`config.mk`:
```
export PLATFORM = sky130hd
export DESIGN_NAME = sbd_decoder
export DESIGN_NICKNAME = d
export VERILOG_FILES = /design/src/rtl/sbd_pkg.sv /design/src/rtl/sbd_decoder.sv /design/src/rtl/sbd_opcode_table.sv
export SDC_FILE = /design/constraint.sdc
export NUM_CORES = 1
export LEC_CHECK = 0
export BUFFER_PORTS_ARGS = -buffer_cell sky130_fd_sc_hd__buf_4
export CAP_MARGIN = 20
export CORE_MARGIN = 2
export CORE_UTILIZATION = 51
export CTS_CLUSTER_SIZE = 40
export DETAILED_ROUTE_END_ITERATION = 12
export PLACE_DENSITY = 0.84
export SLEW_MARGIN = 10
export SYNTH_ARGS = -nofsm -noshare
export SYNTH_HDL_FRONTEND = slang
export SYNTH_HIERARCHICAL = 1
export SYNTH_SLANG_ARGS = --single-unit
```
`constraint.sdc`:
```
create_clock -name clock -period 2.62 [get_ports clock]
set_input_delay 0.393 -clock clock [delete_from_list [all_inputs] [get_ports clock]]
set_output_delay 0.393 -clock clock [all_outputs]
set_load 0.01 [all_outputs]
```
`src/rtl/sbd_pkg.sv`:
```
`default_nettype none
package sbd_pkg;
	// instruction opcodes
	localparam logic [7:0] OP_BYPASS        = 8'hFF;
	localparam logic [7:0] OP_EXTEST        = 8'h00;
	localparam logic [7:0] OP_SAMPLE        = 8'h81;
	localparam logic [7:0] OP_IDCODE        = 8'hAA;
	localparam logic [7:0] OP_JOIN          = 8'hE7;
	localparam logic [7:0] OP_PARK_RESET    = 8'hC5;
	localparam logic [7:0] OP_PARK_IDLE     = 8'h84;
	localparam logic [7:0] OP_PARK_PAUSE    = 8'hC6;
	localparam logic [7:0] OP_RETURN_WAIT   = 8'hC3;
	localparam logic [7:0] OP_MODE0         = 8'h8E;
	localparam logic [7:0] OP_MODE1         = 8'h82;
	localparam logic [7:0] OP_MODE2         = 8'h83;
	localparam logic [7:0] OP_MODE3         = 8'h85;
	localparam logic [7:0] OP_GROUP         = 8'h03;
	localparam logic [7:0] OP_SOFT_RESET    = 8'h88;
	localparam logic [7:0] OP_SIG_SEL       = 8'hC9;
	localparam logic [7:0] OP_SIG_ON        = 8'h0C;
	localparam logic [7:0] OP_SIG_OFF       = 8'h8D;
	localparam logic [7:0] OP_CNT_SEL       = 8'hCE;
	localparam logic [7:0] OP_CNT_START     = 8'h0F;
	localparam logic [7:0] OP_CNT_STOP      = 8'h90;
	// instruction register value after reset
	localparam logic [7:0] IR_RESET_VALUE   = OP_IDCODE;

	typedef enum logic [3:0] {
		SBD_DR_BYPASS,
		SBD_DR_BOUNDARY,
		SBD_DR_IDENT,
		SBD_DR_MODE0,
		SBD_DR_MODE1,
		SBD_DR_MODE2,
		SBD_DR_MODE3,
		SBD_DR_GROUP,
		SBD_DR_SIGNATURE,
		SBD_DR_CLOCK_COUNT
	} sbd_dr_t;

	typedef enum logic [3:0] {
		SBD_ACT_NONE,
		SBD_ACT_JOIN,
		SBD_ACT_PARK_RESET,
		SBD_ACT_PARK_IDLE,
		SBD_ACT_PARK_PAUSE,
		SBD_ACT_RETURN_WAIT,
		SBD_ACT_SOFT_RESET,
		SBD_ACT_SIG_ON,
		SBD_ACT_SIG_OFF,
		SBD_ACT_CNT_START,
		SBD_ACT_CNT_STOP
	} sbd_act_t;
endpackage : sbd_pkg
`default_nettype wire

```
`src/rtl/sbd_decoder.sv`:
```
`timescale 1ns/10ps
`default_nettype none
module sbd_decoder
	import sbd_pkg::*;
(
	input  wire logic       clock,
	input  wire logic       srst,
	input  wire logic       tap_reset_state,
	input  wire logic       update_ir,
	input  wire logic [7:0] ir_value,
	input  wire logic       bridge_selected,
	output sbd_dr_t         dr_sel,
	output logic            ext_test_mode,
	output logic            join_local_ports,
	output logic            hold_ports_in_reset_state,
	output logic            hold_ports_in_idle_state,
	output logic            hold_ports_in_pause_state,
	output logic            return_to_address_wait,
	output logic            soft_reset_cmd,
	output logic            signature_enable_cmd,
	output logic            signature_disable_cmd,
	output logic            clock_count_start_cmd,
	output logic            clock_count_stop_cmd
);
	//--------------------------------------------------------------
	// opcode lookup
	//--------------------------------------------------------------
	sbd_dr_t  tbl_dr;
	sbd_act_t tbl_act;
	logic     tbl_ext;

	sbd_opcode_table u_table (
		.opcode      (ir_value),
		.dr_sel      (tbl_dr),
		.action      (tbl_act),
		.is_ext_test (tbl_ext)
	);

	// a decode only counts while the bridge is selected, except return-to-wait
	logic take;
	logic take_wait;
	assign take      = update_ir && bridge_selected;
	assign take_wait = update_ir && (ir_value == OP_RETURN_WAIT);

	//--------------------------------------------------------------
	// data register selection
	//--------------------------------------------------------------
	sbd_dr_t dr_sel_next;
	sbd_dr_t dr_sel_reg;

	// the tap reset state wins over an update in the same cycle
	always_comb begin
		dr_sel_next = dr_sel_reg;
		if (tap_reset_state) begin
			dr_sel_next = SBD_DR_IDENT;
		end else if (take) begin
			dr_sel_next = tbl_dr;
		end
	end

	always_ff @(posedge clock) begin
		if (srst) begin
			dr_sel_reg <= SBD_DR_IDENT;
		end else begin
			dr_sel_reg <= dr_sel_next;
		end
	end

	assign dr_sel = dr_sel_reg;

	//--------------------------------------------------------------
	// external test flag
	//--------------------------------------------------------------
	logic ext_test_next;
	logic ext_test_reg;

	always_comb begin
		ext_test_next = ext_test_reg;
		if (tap_reset_state) begin
			ext_test_next = 1'b0;
		end else if (take) begin
			ext_test_next = tbl_ext;
		end
	end

	always_ff @(posedge clock) begin
		if (srst) begin
			ext_test_reg <= 1'b0;
		end else begin
			ext_test_reg <= ext_test_next;
		end
	end

	assign ext_test_mode = ext_test_reg;

	//--------------------------------------------------------------
	// join local ports pulse
	//--------------------------------------------------------------
	// every command pulse stands for exactly one cycle after its update
	logic join_next;
	logic join_reg;

	assign join_next = take && (tbl_act == SBD_ACT_JOIN);

	always_ff @(posedge clock) begin
		if (srst) begin
			join_reg <= 1'b0;
		end else begin
			join_reg <= join_next;
		end
	end

	assign join_local_ports = join_reg;

	//--------------------------------------------------------------
	// hold ports in reset state pulse
	//--------------------------------------------------------------
	logic park_reset_next;
	logic park_reset_reg;

	assign park_reset_next = take && (tbl_act == SBD_ACT_PARK_RESET);

	always_ff @(posedge clock) begin
		if (srst) begin
			park_reset_reg <= 1'b0;
		end else begin
			park_reset_reg <= park_reset_next;
		end
	end

	assign hold_ports_in_reset_state = park_reset_reg;

	//--------------------------------------------------------------
	// hold ports in idle state pulse
	//--------------------------------------------------------------
	logic park_idle_next;
	logic park_idle_reg;

	assign park_idle_next = take && (tbl_act == SBD_ACT_PARK_IDLE);

	always_ff @(posedge clock) begin
		if (srst) begin
			park_idle_reg <= 1'b0;
		end else begin
			park_idle_reg <= park_idle_next;
		end
	end

	assign hold_ports_in_idle_state = park_idle_reg;

	//--------------------------------------------------------------
	// hold ports in pause state pulse
	//--------------------------------------------------------------
	logic park_pause_next;
	logic park_pause_reg;

	assign park_pause_next = take && (tbl_act == SBD_ACT_PARK_PAUSE);

	always_ff @(posedge clock) begin
		if (srst) begin
			park_pause_reg <= 1'b0;
		end else begin
			park_pause_reg <= park_pause_next;
		end
	end

	assign hold_ports_in_pause_state = park_pause_reg;

	//--------------------------------------------------------------
	// return to address wait pulse
	//--------------------------------------------------------------
	// fires whether or not the bridge is selected
	logic wait_next;
	logic wait_reg;

	assign wait_next = take_wait;

	always_ff @(posedge clock) begin
		if (srst) begin
			wait_reg <= 1'b0;
		end else begin
			wait_reg <= wait_next;
		end
	end

	assign return_to_address_wait = wait_reg;

	//--------------------------------------------------------------
	// soft reset pulse
	//--------------------------------------------------------------
	logic soft_reset_next;
	logic soft_reset_reg;

	assign soft_reset_next = take && (tbl_act == SBD_ACT_SOFT_RESET);

	always_ff @(posedge clock) begin
		if (srst) begin
			soft_reset_reg <= 1'b0;
		end else begin
			soft_reset_reg <= soft_reset_next;
		end
	end

	assign soft_reset_cmd = soft_reset_reg;

	//--------------------------------------------------------------
	// signature compactor enable pulse
	//--------------------------------------------------------------
	logic sig_on_next;
	logic sig_on_reg;

	assign sig_on_next = take && (tbl_act == SBD_ACT_SIG_ON);

	always_ff @(posedge clock) begin
		if (srst) begin
			sig_on_reg <= 1'b0;
		end else begin
			sig_on_reg <= sig_on_next;
		end
	end

	assign signature_enable_cmd = sig_on_reg;

	//--------------------------------------------------------------
	// signature compactor disable pulse
	//--------------------------------------------------------------
	logic sig_off_next;
	logic sig_off_reg;

	assign sig_off_next = take && (tbl_act == SBD_ACT_SIG_OFF);

	always_ff @(posedge clock) begin
		if (srst) begin
			sig_off_reg <= 1'b0;
		end else begin
			sig_off_reg <= sig_off_next;
		end
	end

	assign signature_disable_cmd = sig_off_reg;

	//--------------------------------------------------------------
	// clock counter start pulse
	//--------------------------------------------------------------
	logic cnt_start_next;
	logic cnt_start_reg;

	assign cnt_start_next = take && (tbl_act == SBD_ACT_CNT_START);

	always_ff @(posedge clock) begin
		if (srst) begin
			cnt_start_reg <= 1'b0;
		end else begin
			cnt_start_reg <= cnt_start_next;
		end
	end

	assign clock_count_start_cmd = cnt_start_reg;

	//--------------------------------------------------------------
	// clock counter stop pulse
	//--------------------------------------------------------------
	logic cnt_stop_next;
	logic cnt_stop_reg;

	assign cnt_stop_next = take && (tbl_act == SBD_ACT_CNT_STOP);

	always_ff @(posedge clock) begin
		if (srst) begin
			cnt_stop_reg <= 1'b0;
		end else begin
			cnt_stop_reg <= cnt_stop_next;
		end
	end

	assign clock_count_stop_cmd = cnt_stop_reg;
endmodule : sbd_decoder
`default_nettype wire

```
`src/rtl/sbd_opcode_table.sv`:
```
`timescale 1ns/10ps
`default_nettype none
// pure lookup: opcode to data register and control action
module sbd_opcode_table
	import sbd_pkg::*;
(
	input  wire logic [7:0] opcode,
	output sbd_dr_t         dr_sel,
	output sbd_act_t        action,
	output logic            is_ext_test
);
	always_comb begin
		dr_sel      = SBD_DR_IDENT;
		action      = SBD_ACT_NONE;
		is_ext_test = 1'b0;
		// full eight-bit compare on every entry
		case (opcode)
			OP_BYPASS:      dr_sel = SBD_DR_BYPASS;
			OP_EXTEST: begin
				dr_sel      = SBD_DR_BOUNDARY;
				is_ext_test = 1'b1;
			end
			OP_SAMPLE:      dr_sel = SBD_DR_BOUNDARY;
			OP_IDCODE:      dr_sel = SBD_DR_IDENT;
			OP_JOIN:        action = SBD_ACT_JOIN;
			OP_PARK_RESET:  action = SBD_ACT_PARK_RESET;
			OP_PARK_IDLE:   action = SBD_ACT_PARK_IDLE;
			OP_PARK_PAUSE:  action = SBD_ACT_PARK_PAUSE;
			OP_RETURN_WAIT: action = SBD_ACT_RETURN_WAIT;
			OP_MODE0:       dr_sel = SBD_DR_MODE0;
			OP_MODE1:       dr_sel = SBD_DR_MODE1;
			OP_MODE2:       dr_sel = SBD_DR_MODE2;
			OP_MODE3:       dr_sel = SBD_DR_MODE3;
			OP_GROUP:       dr_sel = SBD_DR_GROUP;
			OP_SOFT_RESET:  action = SBD_ACT_SOFT_RESET;
			OP_SIG_SEL:     dr_sel = SBD_DR_SIGNATURE;
			OP_SIG_ON:      action = SBD_ACT_SIG_ON;
			OP_SIG_OFF:     action = SBD_ACT_SIG_OFF;
			OP_CNT_SEL:     dr_sel = SBD_DR_CLOCK_COUNT;
			OP_CNT_START:   action = SBD_ACT_CNT_START;
			OP_CNT_STOP:    action = SBD_ACT_CNT_STOP;
			default:        dr_sel = SBD_DR_IDENT;
		endcase
	end
endmodule : sbd_opcode_table
`default_nettype wire

```
==> out/qor.csv, run 1 <==
metric,value,unit
final setup TNS,0,ns
Core ar.,1760,µm²
reg2reg start,dr_sel[1]$_SDFFE_PP1P_,
effective utilization at floorplan,55.4,%
DRC viols,0,
Congestion Overflow GR,0,
"commonest non-fill, non-tap cell in the layout",buf_4,
CP Max Fanout,9,
CTS tree,yes,
GPL Wtd Cong,0.855,
largest net degree at the start of global routing,19,
DR pass1 iterations,4,
ys async rst share,0,%
CP top delay family,simple AND/OR/NAND/NOR gates,
Max Clock Freq,0.502,GHz
status,completed,
Syn Inst Count,117,
NumNets Final,151,
"CTS clk-pin slew, worst paths",0.08,ns
Mapped Nets,130,
# diodes,0,
Post-synth EDFFs,0,
static leakage power,0.445,nW
Unique masters post-synth,47,
Worst Reg-to-Reg Cells,2,
Hold Path Class,primary input to register,
I/O Buffers,27,
Syn Std Cell Area,977,µm²
DR vias/cell,6.23,
Rows,15,
Hold EP,return_to_address_wait$_SDFF_PP0_,
WHS,0.356,ns
crit path cell chain,"buf_4, nor3_2, nand3_1, o21a_1, o21ai_0, inv_1, nor4_1",
vias in the first global route,851,
CTS Buffer Depth,2,
Power Total,0.438,mW
r2r setup slk,1.81,ns
pwr dens,372,nW/µm²
first-pass GRT wire length,3750,µm
Die W,47.8,µm
max reg flops,4,
Synth Warn #,6,
min Tclk post-route,1.99,ns
highest cell delay on the worst timing path,0.41,ns
Post-Place Cell Area,1150,µm²
hold buffer count at CTS,0,
Worst Setup Path Type,primary input to register,
DP HPWL,1720,µm
CP max stage cell,o21ai_0,
Hold Startpoint,ir_value[5],
Worst-Skew Late Latency,0.28,ns
final instance area,1180,µm²
Peak VDD IR,0.319,mV
io pins,28,
period utilization,76.0,%
Area Growth Syn to Fin,20.6,%
crit path buf inv count,2,
Worst Path Arrival,2.16,ns
RSZ-0062 raised after global routing,false,
# Post-CTS Setup Buffers,0,
die area,2280,µm²
Vias,1010,
CP Launch Type,primary input,
sequential-to-total area share from yosys stat,30.7,%
GRT Overall Usage,23.6,%
"Top FF cell, synth",dfxtp_1,
Min-Delay Path Depth,2,
Slew HR,66.1,%
Hold Fails Final Rpt,0,
Worst-Margin Slew,0.503,ns
root buffer cell,clkbuf_4,
1st-iter DRT viols,40,
clock sink total,15,
final WL,2350,µm
Required @ worst endpoint,2.79,ns
post-cts gate resize count,0,
most frequent cells in the layout,"27 x buf_4, 15 x dfxtp_1, 9 x nor3_1",
H-tree levels,1,
count of pins over their slew limit,0,
r2r endpoint,dr_sel[1]$_SDFFE_PP1P_,
WL/cell,14.5,µm
Final setup viols,0,
max-cap violations,0,
Setup crit end kind,register,
synthesized area per cell,8.35,µm²
initial antenna violation count,0,
die height,47.8,µm
CTS Buf Count,3,
Worst Skew,0,ns
Synth Register Bits,15,
share of layout cells above drive strength 1,29.9,%
Routed Antenna Nets,0,
metal layers:
| metal | track usage [%] | wire [µm] |
|---|---|---|
| met4 | 8.11 | 35 |
| met2 | 39.7 | 1240 |
| met1 | 29.3 | 905 |
| met3 | 5.66 | 166 |
| met5 | 0 | 0 |
Yosys cell counts, types with 2 or more instances:
library cell  instances  area, µm²
a21bo_2               4       40.0
nand2_1               5       18.8
nor2_1                5       18.8
nor3_1                9       45.0
inv_1                 2       7.51
nand4_1               8       50.1
nand4b_1              2       17.5
nand2b_1              5       31.3
nand4bb_1             2       22.5
nand3_1               7       35.0
nor4_1                3       18.8
dfxtp_1              15        300
o22ai_1               2       12.5
clkbuf_1              5       18.8
buf_2                 2       10.0
a21oi_1               5       25.0
buf_4                 2       15.0
o21ai_0               3       15.0
xor2_1                3       26.3
metrics by stage:
step | utilization, % | instances | setup WS, ns
final | 66.8 | 162 | 0.629
after global routing | 66.8 | 162 | 0.513
after CTS | 66.8 | 162 | 0.711
after detailed placement | 65.2 | 158 | 0.454
after global placement | 65.2 | 158 | 0.618
after floorplan | - | 117 | 0.744
logic make-up (layout without fill, tap and decap cells):
group | Yosys count | count (layout) | share of synthesized area, %
AOI/OAI and AO/OA | 27 | 27 | 20.5
and+or+nand+nor | 58 | 58 | 38.3
buffers and inverters | 13 | 33 | 6.91
DFF | 15 | 15 | 30.7
xor gates and xnor gates | 4 | 4 | 3.59
worst max-delay path by stage:
stage | startpoint | endpoint | slack, ns | depth (start not counted)
after floorplan | ir_value[6] | hold_ports_in_pause_state$_SDFF_PP0_ | 0.74 | 7
after global placement | ir_value[4] | hold_ports_in_pause_state$_SDFF_PP0_ | 0.62 | 7
after detailed placement | ir_value[4] | hold_ports_in_pause_state$_SDFF_PP0_ | 0.45 | 7
after CTS | ir_value[4] | hold_ports_in_pause_state$_SDFF_PP0_ | 0.71 | 7
after global routing | ir_value[4] | hold_ports_in_pause_state$_SDFF_PP0_ | 0.51 | 7
final | ir_value[4] | hold_ports_in_pause_state$_SDFF_PP0_ | 0.63 | 7
cell type report:
cell class | count | area [µm²]
fillers | 168 | 586
well taps | 25 | 31.3
clock inverters | 1 | 5.00
multi-input cells | 89 | 609
inverters | 2 | 7.51
flip-flops and latches | 15 | 300
clock buffers | 3 | 22.5
repair buffers | 27 | 203
power breakdown:
group	switching (mW)	leakage [nW]	internal (mW)	total, mW
Combinational	0.0493	0.307	0.0316	0.0809
Sequential	0.000287	0.121	0.228	0.229
Clock	0.0716	0.0177	0.0567	0.128
Total	0.121	0.445	0.317	0.438
Note: power is estimated with default switching activity, not from simulation.
==> inputs of run 2 (changes only) <==
Settings changed: CORE_UTILIZATION 51 to 50, PLACE_DENSITY 0.84 to 0.82.
Clock period 2.62 ns to 1.9 ns, I/O delays scaled along.
==> out/qor.csv, run 2 (same netlist as run 1, synthesis figures left out) <==
metric,value,unit
status,completed,
CTS tree,yes,
first-pass GRT wire length,3590,µm
vias in the first global route,815,
CP Max Fanout,16,
static leakage power,0.468,nW
clock sink total,15,
max-cap violations,0,
final instance area,1210,µm²
Worst Setup Path Type,primary input to register,
I/O Buffers,27,
effective utilization at floorplan,54.8,%
root buffer cell,clkbuf_4,
final setup TNS,0,ns
count of pins over their slew limit,0,
Hold Path Class,primary input to register,
DP HPWL,1660,µm
Worst-Margin Slew,0.373,ns
Final setup viols,0,
min Tclk post-route,1.52,ns
Rows,15,
period utilization,80.2,%
Slew HR,75.1,%
# Post-CTS Setup Buffers,0,
CTS Buf Count,3,
post-cts gate resize count,0,
Core ar.,1780,µm²
Post-Place Cell Area,1190,µm²
"commonest non-fill, non-tap cell in the layout",buf_4,
"CTS clk-pin slew, worst paths",0.08,ns
Worst-Skew Late Latency,0.27,ns
initial antenna violation count,0,
WL/cell,13.5,µm
Max Clock Freq,0.656,GHz
pwr dens,497,nW/µm²
Worst Path Arrival,1.69,ns
Setup crit end kind,register,
Vias,993,
GPL Wtd Cong,0.916,
CP Launch Type,primary input,
DRC viols,0,
Peak VDD IR,0.498,mV
Congestion Overflow GR,0,
GRT Overall Usage,21.2,%
DR pass1 iterations,4,
die area,2320,µm²
share of layout cells above drive strength 1,31.7,%
max reg flops,4,
io pins,28,
CTS Buffer Depth,2,
RSZ-0062 raised after global routing,false,
Die W,48.2,µm
final worst slack,0.377,ns
H-tree levels,1,
Area Growth Syn to Fin,24.3,%
1st-iter DRT viols,43,
# diodes,0,
pre-CTS setup slack,0.129,ns
Required @ worst endpoint,2.07,ns
WHS,0.256,ns
largest net degree at the start of global routing,19,
die height,48.2,µm
most frequent cells in the layout,"32 x buf_4, 15 x dfxtp_1, 9 x nor3_1",
hold buffer count at CTS,0,
NumNets Final,156,
final WL,2260,µm
Routed Antenna Nets,0,
Worst Skew,0,ns
DR vias/cell,5.95,
Hold Fails Final Rpt,0,
## run 2: cell types whose count changed in the layout (fill, tap and decap cells not counted), sizes merged
cell	previous run	this run
buf	27	32
clkinv	1	0
clkbuf	3	4
## run 2: area by class of cell
cell class | instances | area, µm²
Tap cell | 25 | 31.3
Sequential cell | 15 | 300
Clock buffer | 4 | 26.3
Fill cell | 153 | 568
Timing Repair Buffer | 32 | 240
Inverter | 2 | 7.51
Multi-Input combinational cell | 89 | 609
## run 2: critical path: stages
cell	delay, ns
buf_4	0.17
or4_1	0.49
a211o_1	0.29
o21ai_2	0.07
o32ai_1	0.12
a311o_1	0.27
## run 2: worst paths after layout
kind / from / endpoint / slack [ns] / depth (start not counted)
worst max-delay path: ir_value[2] / dr_sel[1]$_SDFFE_PP1P_ / 0.38 / 6
worst min register to register: dr_sel[3]$_SDFFE_PP0P_ / dr_sel[3]$_SDFFE_PP0P_ / 0.58 / 2
worst min-delay path: ir_value[5] / return_to_address_wait$_SDFF_PP0_ / 0.26 / 2
worst max register to register: dr_sel[1]$_SDFFE_PP1P_ / dr_sel[1]$_SDFFE_PP1P_ / 1.10 / 2
## run 2: routing by layer
metal / GRT usage (%) / wire length (µm) / part of all wire (%) / vias to the layer above
met2: 36.8 / 1180 / 52 / 46
met1: 27.9 / 924 / 41 / 447
met5: 0 / 0 / 0 / -
li1: - / - / - / 498
met3: 4.44 / 147 / 6.5 / 2
met4: 2.16 / 6 / 0.27 / 0
## run 2: per-stage QoR
step | cells | util, % | power (mW)
2_1_floorplan | 117 | - | 0.399
3_3_place_gp | 163 | 66.7 | 0.436
3_5_place_dp | 163 | 66.7 | 0.438
4_1_cts | 167 | 68.1 | 0.607
5_1_grt | 167 | 68.1 | 0.631
6_report | 167 | 68.1 | 0.603
## run 2: power by group
| group | internal (mW) | switching (mW) |
|---|---|---|
| logic | 0.0487 | 0.0684 |
| registers | 0.315 | 0.000396 |
| clock network | 0.0813 | 0.0896 |
| total | 0.445 | 0.158 |
==> inputs of run 3 (changes only) <==
Clock period 1.9 ns to 1.5 ns, I/O delays scaled along.
==> out/qor.csv, run 3 (same netlist as run 1, synthesis figures left out) <==
metric,value,unit
status,completed,
"CTS clk-pin slew, worst paths",0.08,ns
DR pass1 iterations,4,
post-cts gate resize count,0,
CTS tree,yes,
io pins,28,
crit path cell chain,"buf_4, or4_1, a211o_1, o21ai_2, o32ai_1, a311o_1",
CTS Buf Count,3,
pwr dens,596,nW/µm²
reg2reg start,dr_sel[1]$_SDFFE_PP1P_,
root buffer cell,clkbuf_4,
largest net degree at the start of global routing,18,
"commonest non-fill, non-tap cell in the layout",buf_4,
Final Instance Count excl. Fillers,187,
die area,2320,µm²
GPL Wtd Cong,0.919,
Slew HR,78.5,%
initial antenna violation count,0,
Required @ worst endpoint,1.68,ns
share of layout cells above drive strength 1,40.7,%
# Post-CTS Setup Buffers,0,
Min-Delay Path Depth,3,
Vias,1096,
H-tree levels,1,
CP Launch Type,primary input,
Peak VDD IR,0.551,mV
CP max stage cell,or4_1,
Fillers,132,
final WL,2650,µm
crit path buf inv count,1,
cell total after placement,183,
final setup TNS,0,ns
Routed Antenna Nets,0,
GRT Overall Usage,25.8,%
Worst Skew,0,ns
Hold Fails Final Rpt,0,
vias in the first global route,956,
max-cap violations,0,
DRC viols,0,
NumNets Final,176,
Worst Path Arrival,1.57,ns
Worst Setup Path Type,primary input to register,
# diodes,0,
clock sink total,15,
count of pins over their slew limit,0,
effective utilization at floorplan,54.8,%
Power Total,0.821,mW
Setup crit end kind,register,
most frequent cells in the layout,"51 x buf_4, 15 x dfxtp_1, 9 x nor3_1",
Max Clock Freq,0.722,GHz
Worst-Skew Late Latency,0.29,ns
Congestion Overflow GR,0,
r2r endpoint,dr_sel[1]$_SDFFE_PP1P_,
Final setup viols,0,
CP top delay family,compound AO/OA/AOI/OAI gates,
DP HPWL,2030,µm
highest cell delay on the worst timing path,0.52,ns
period utilization,92.4,%
first-pass GRT wire length,4150,µm
min Tclk post-route,1.39,ns
1st-iter DRT viols,38,
Hold EP,ext_test_mode$_SDFFE_PP0P_,
static leakage power,0.573,nW
hold buffer count at CTS,0,
Worst Reg-to-Reg Cells,2,
max reg flops,4,
Die W,48.2,µm
CP Max Fanout,2,
WL/cell,14.2,µm
die height,48.2,µm
Hold Startpoint,tap_reset_state,
r2r setup slk,0.70,ns
WHS,0.218,ns
DR vias/cell,5.86,
Hold Path Class,primary input to register,
I/O Buffers,27,
Worst-Margin Slew,0.321,ns
RSZ-0062 raised after global routing,false,
Area Growth Syn to Fin,41.1,%
Rows,15,
Core ar.,1780,µm²
CTS Buffer Depth,2,
run 3: changes by cell type in the layout (fill, tap and decap cells not counted):
cell	delta
buf_12	+1
clkinv_2	+1
buf_4	+19
o21ai_1	+1
o21ai_0	-1
clkbuf_1	-1
run 3: tightest hold or removal path: stages:
cell and delay (ns):
buf_4 0.08, or2_4 0.13, a21oi_1 0.04
run 3: power by group:
part | internal, mW | total [mW] | switching [mW]
logic | 0.0925 | 0.190 | 0.0975
registers | 0.399 | 0.400 | 0.000574
clock network | 0.0995 | 0.232 | 0.132
run 3: per-stage QoR:
stage                     cell area (µm²)  util, %  setup WS [ns]
after floorplan                       993        -         -0.131
after global placement               1350     75.8         -0.172
after detailed placement             1350     75.8         -0.180
after CTS                            1380     77.3          0.133
after global routing                 1380     77.3         0.0330
final                                1380     77.3          0.115
run 3: worst max path at each step:
stage	from	end	slack [ns]	cells past startpoint
after floorplan	ir_value[7]	dr_sel[1]$_SDFFE_PP1P_	-0.13	6
after global placement	ir_value[1]	dr_sel[1]$_SDFFE_PP1P_	-0.17	6
after detailed placement	ir_value[1]	dr_sel[1]$_SDFFE_PP1P_	-0.18	6
after CTS	ir_value[1]	dr_sel[1]$_SDFFE_PP1P_	0.13	6
after global routing	ir_value[1]	hold_ports_in_idle_state$_SDFF_PP0_	0.03	7
final	ir_value[1]	dr_sel[1]$_SDFFE_PP1P_	0.11	6
run 3: final cells by class:
cell class              count  area (µm²)  area share (%)
multi-input cells          89         609            44.2
repair buffers             52         403            29.2
flip-flops and latches     15         300            21.8
well taps                  25        31.3            2.27
clock buffers               3        22.5            1.63
inverters                   2        7.51           0.544
clock inverters             1        5.00           0.363
run 3: layer usage:
metal	wire length [µm]	GRT usage (%)	up-vias
li1	-	-	534
met1	1110	33.7	501
met2	1280	42.1	55
met3	207	6.67	6
met4	50	6.49	0
met5	0	0	-
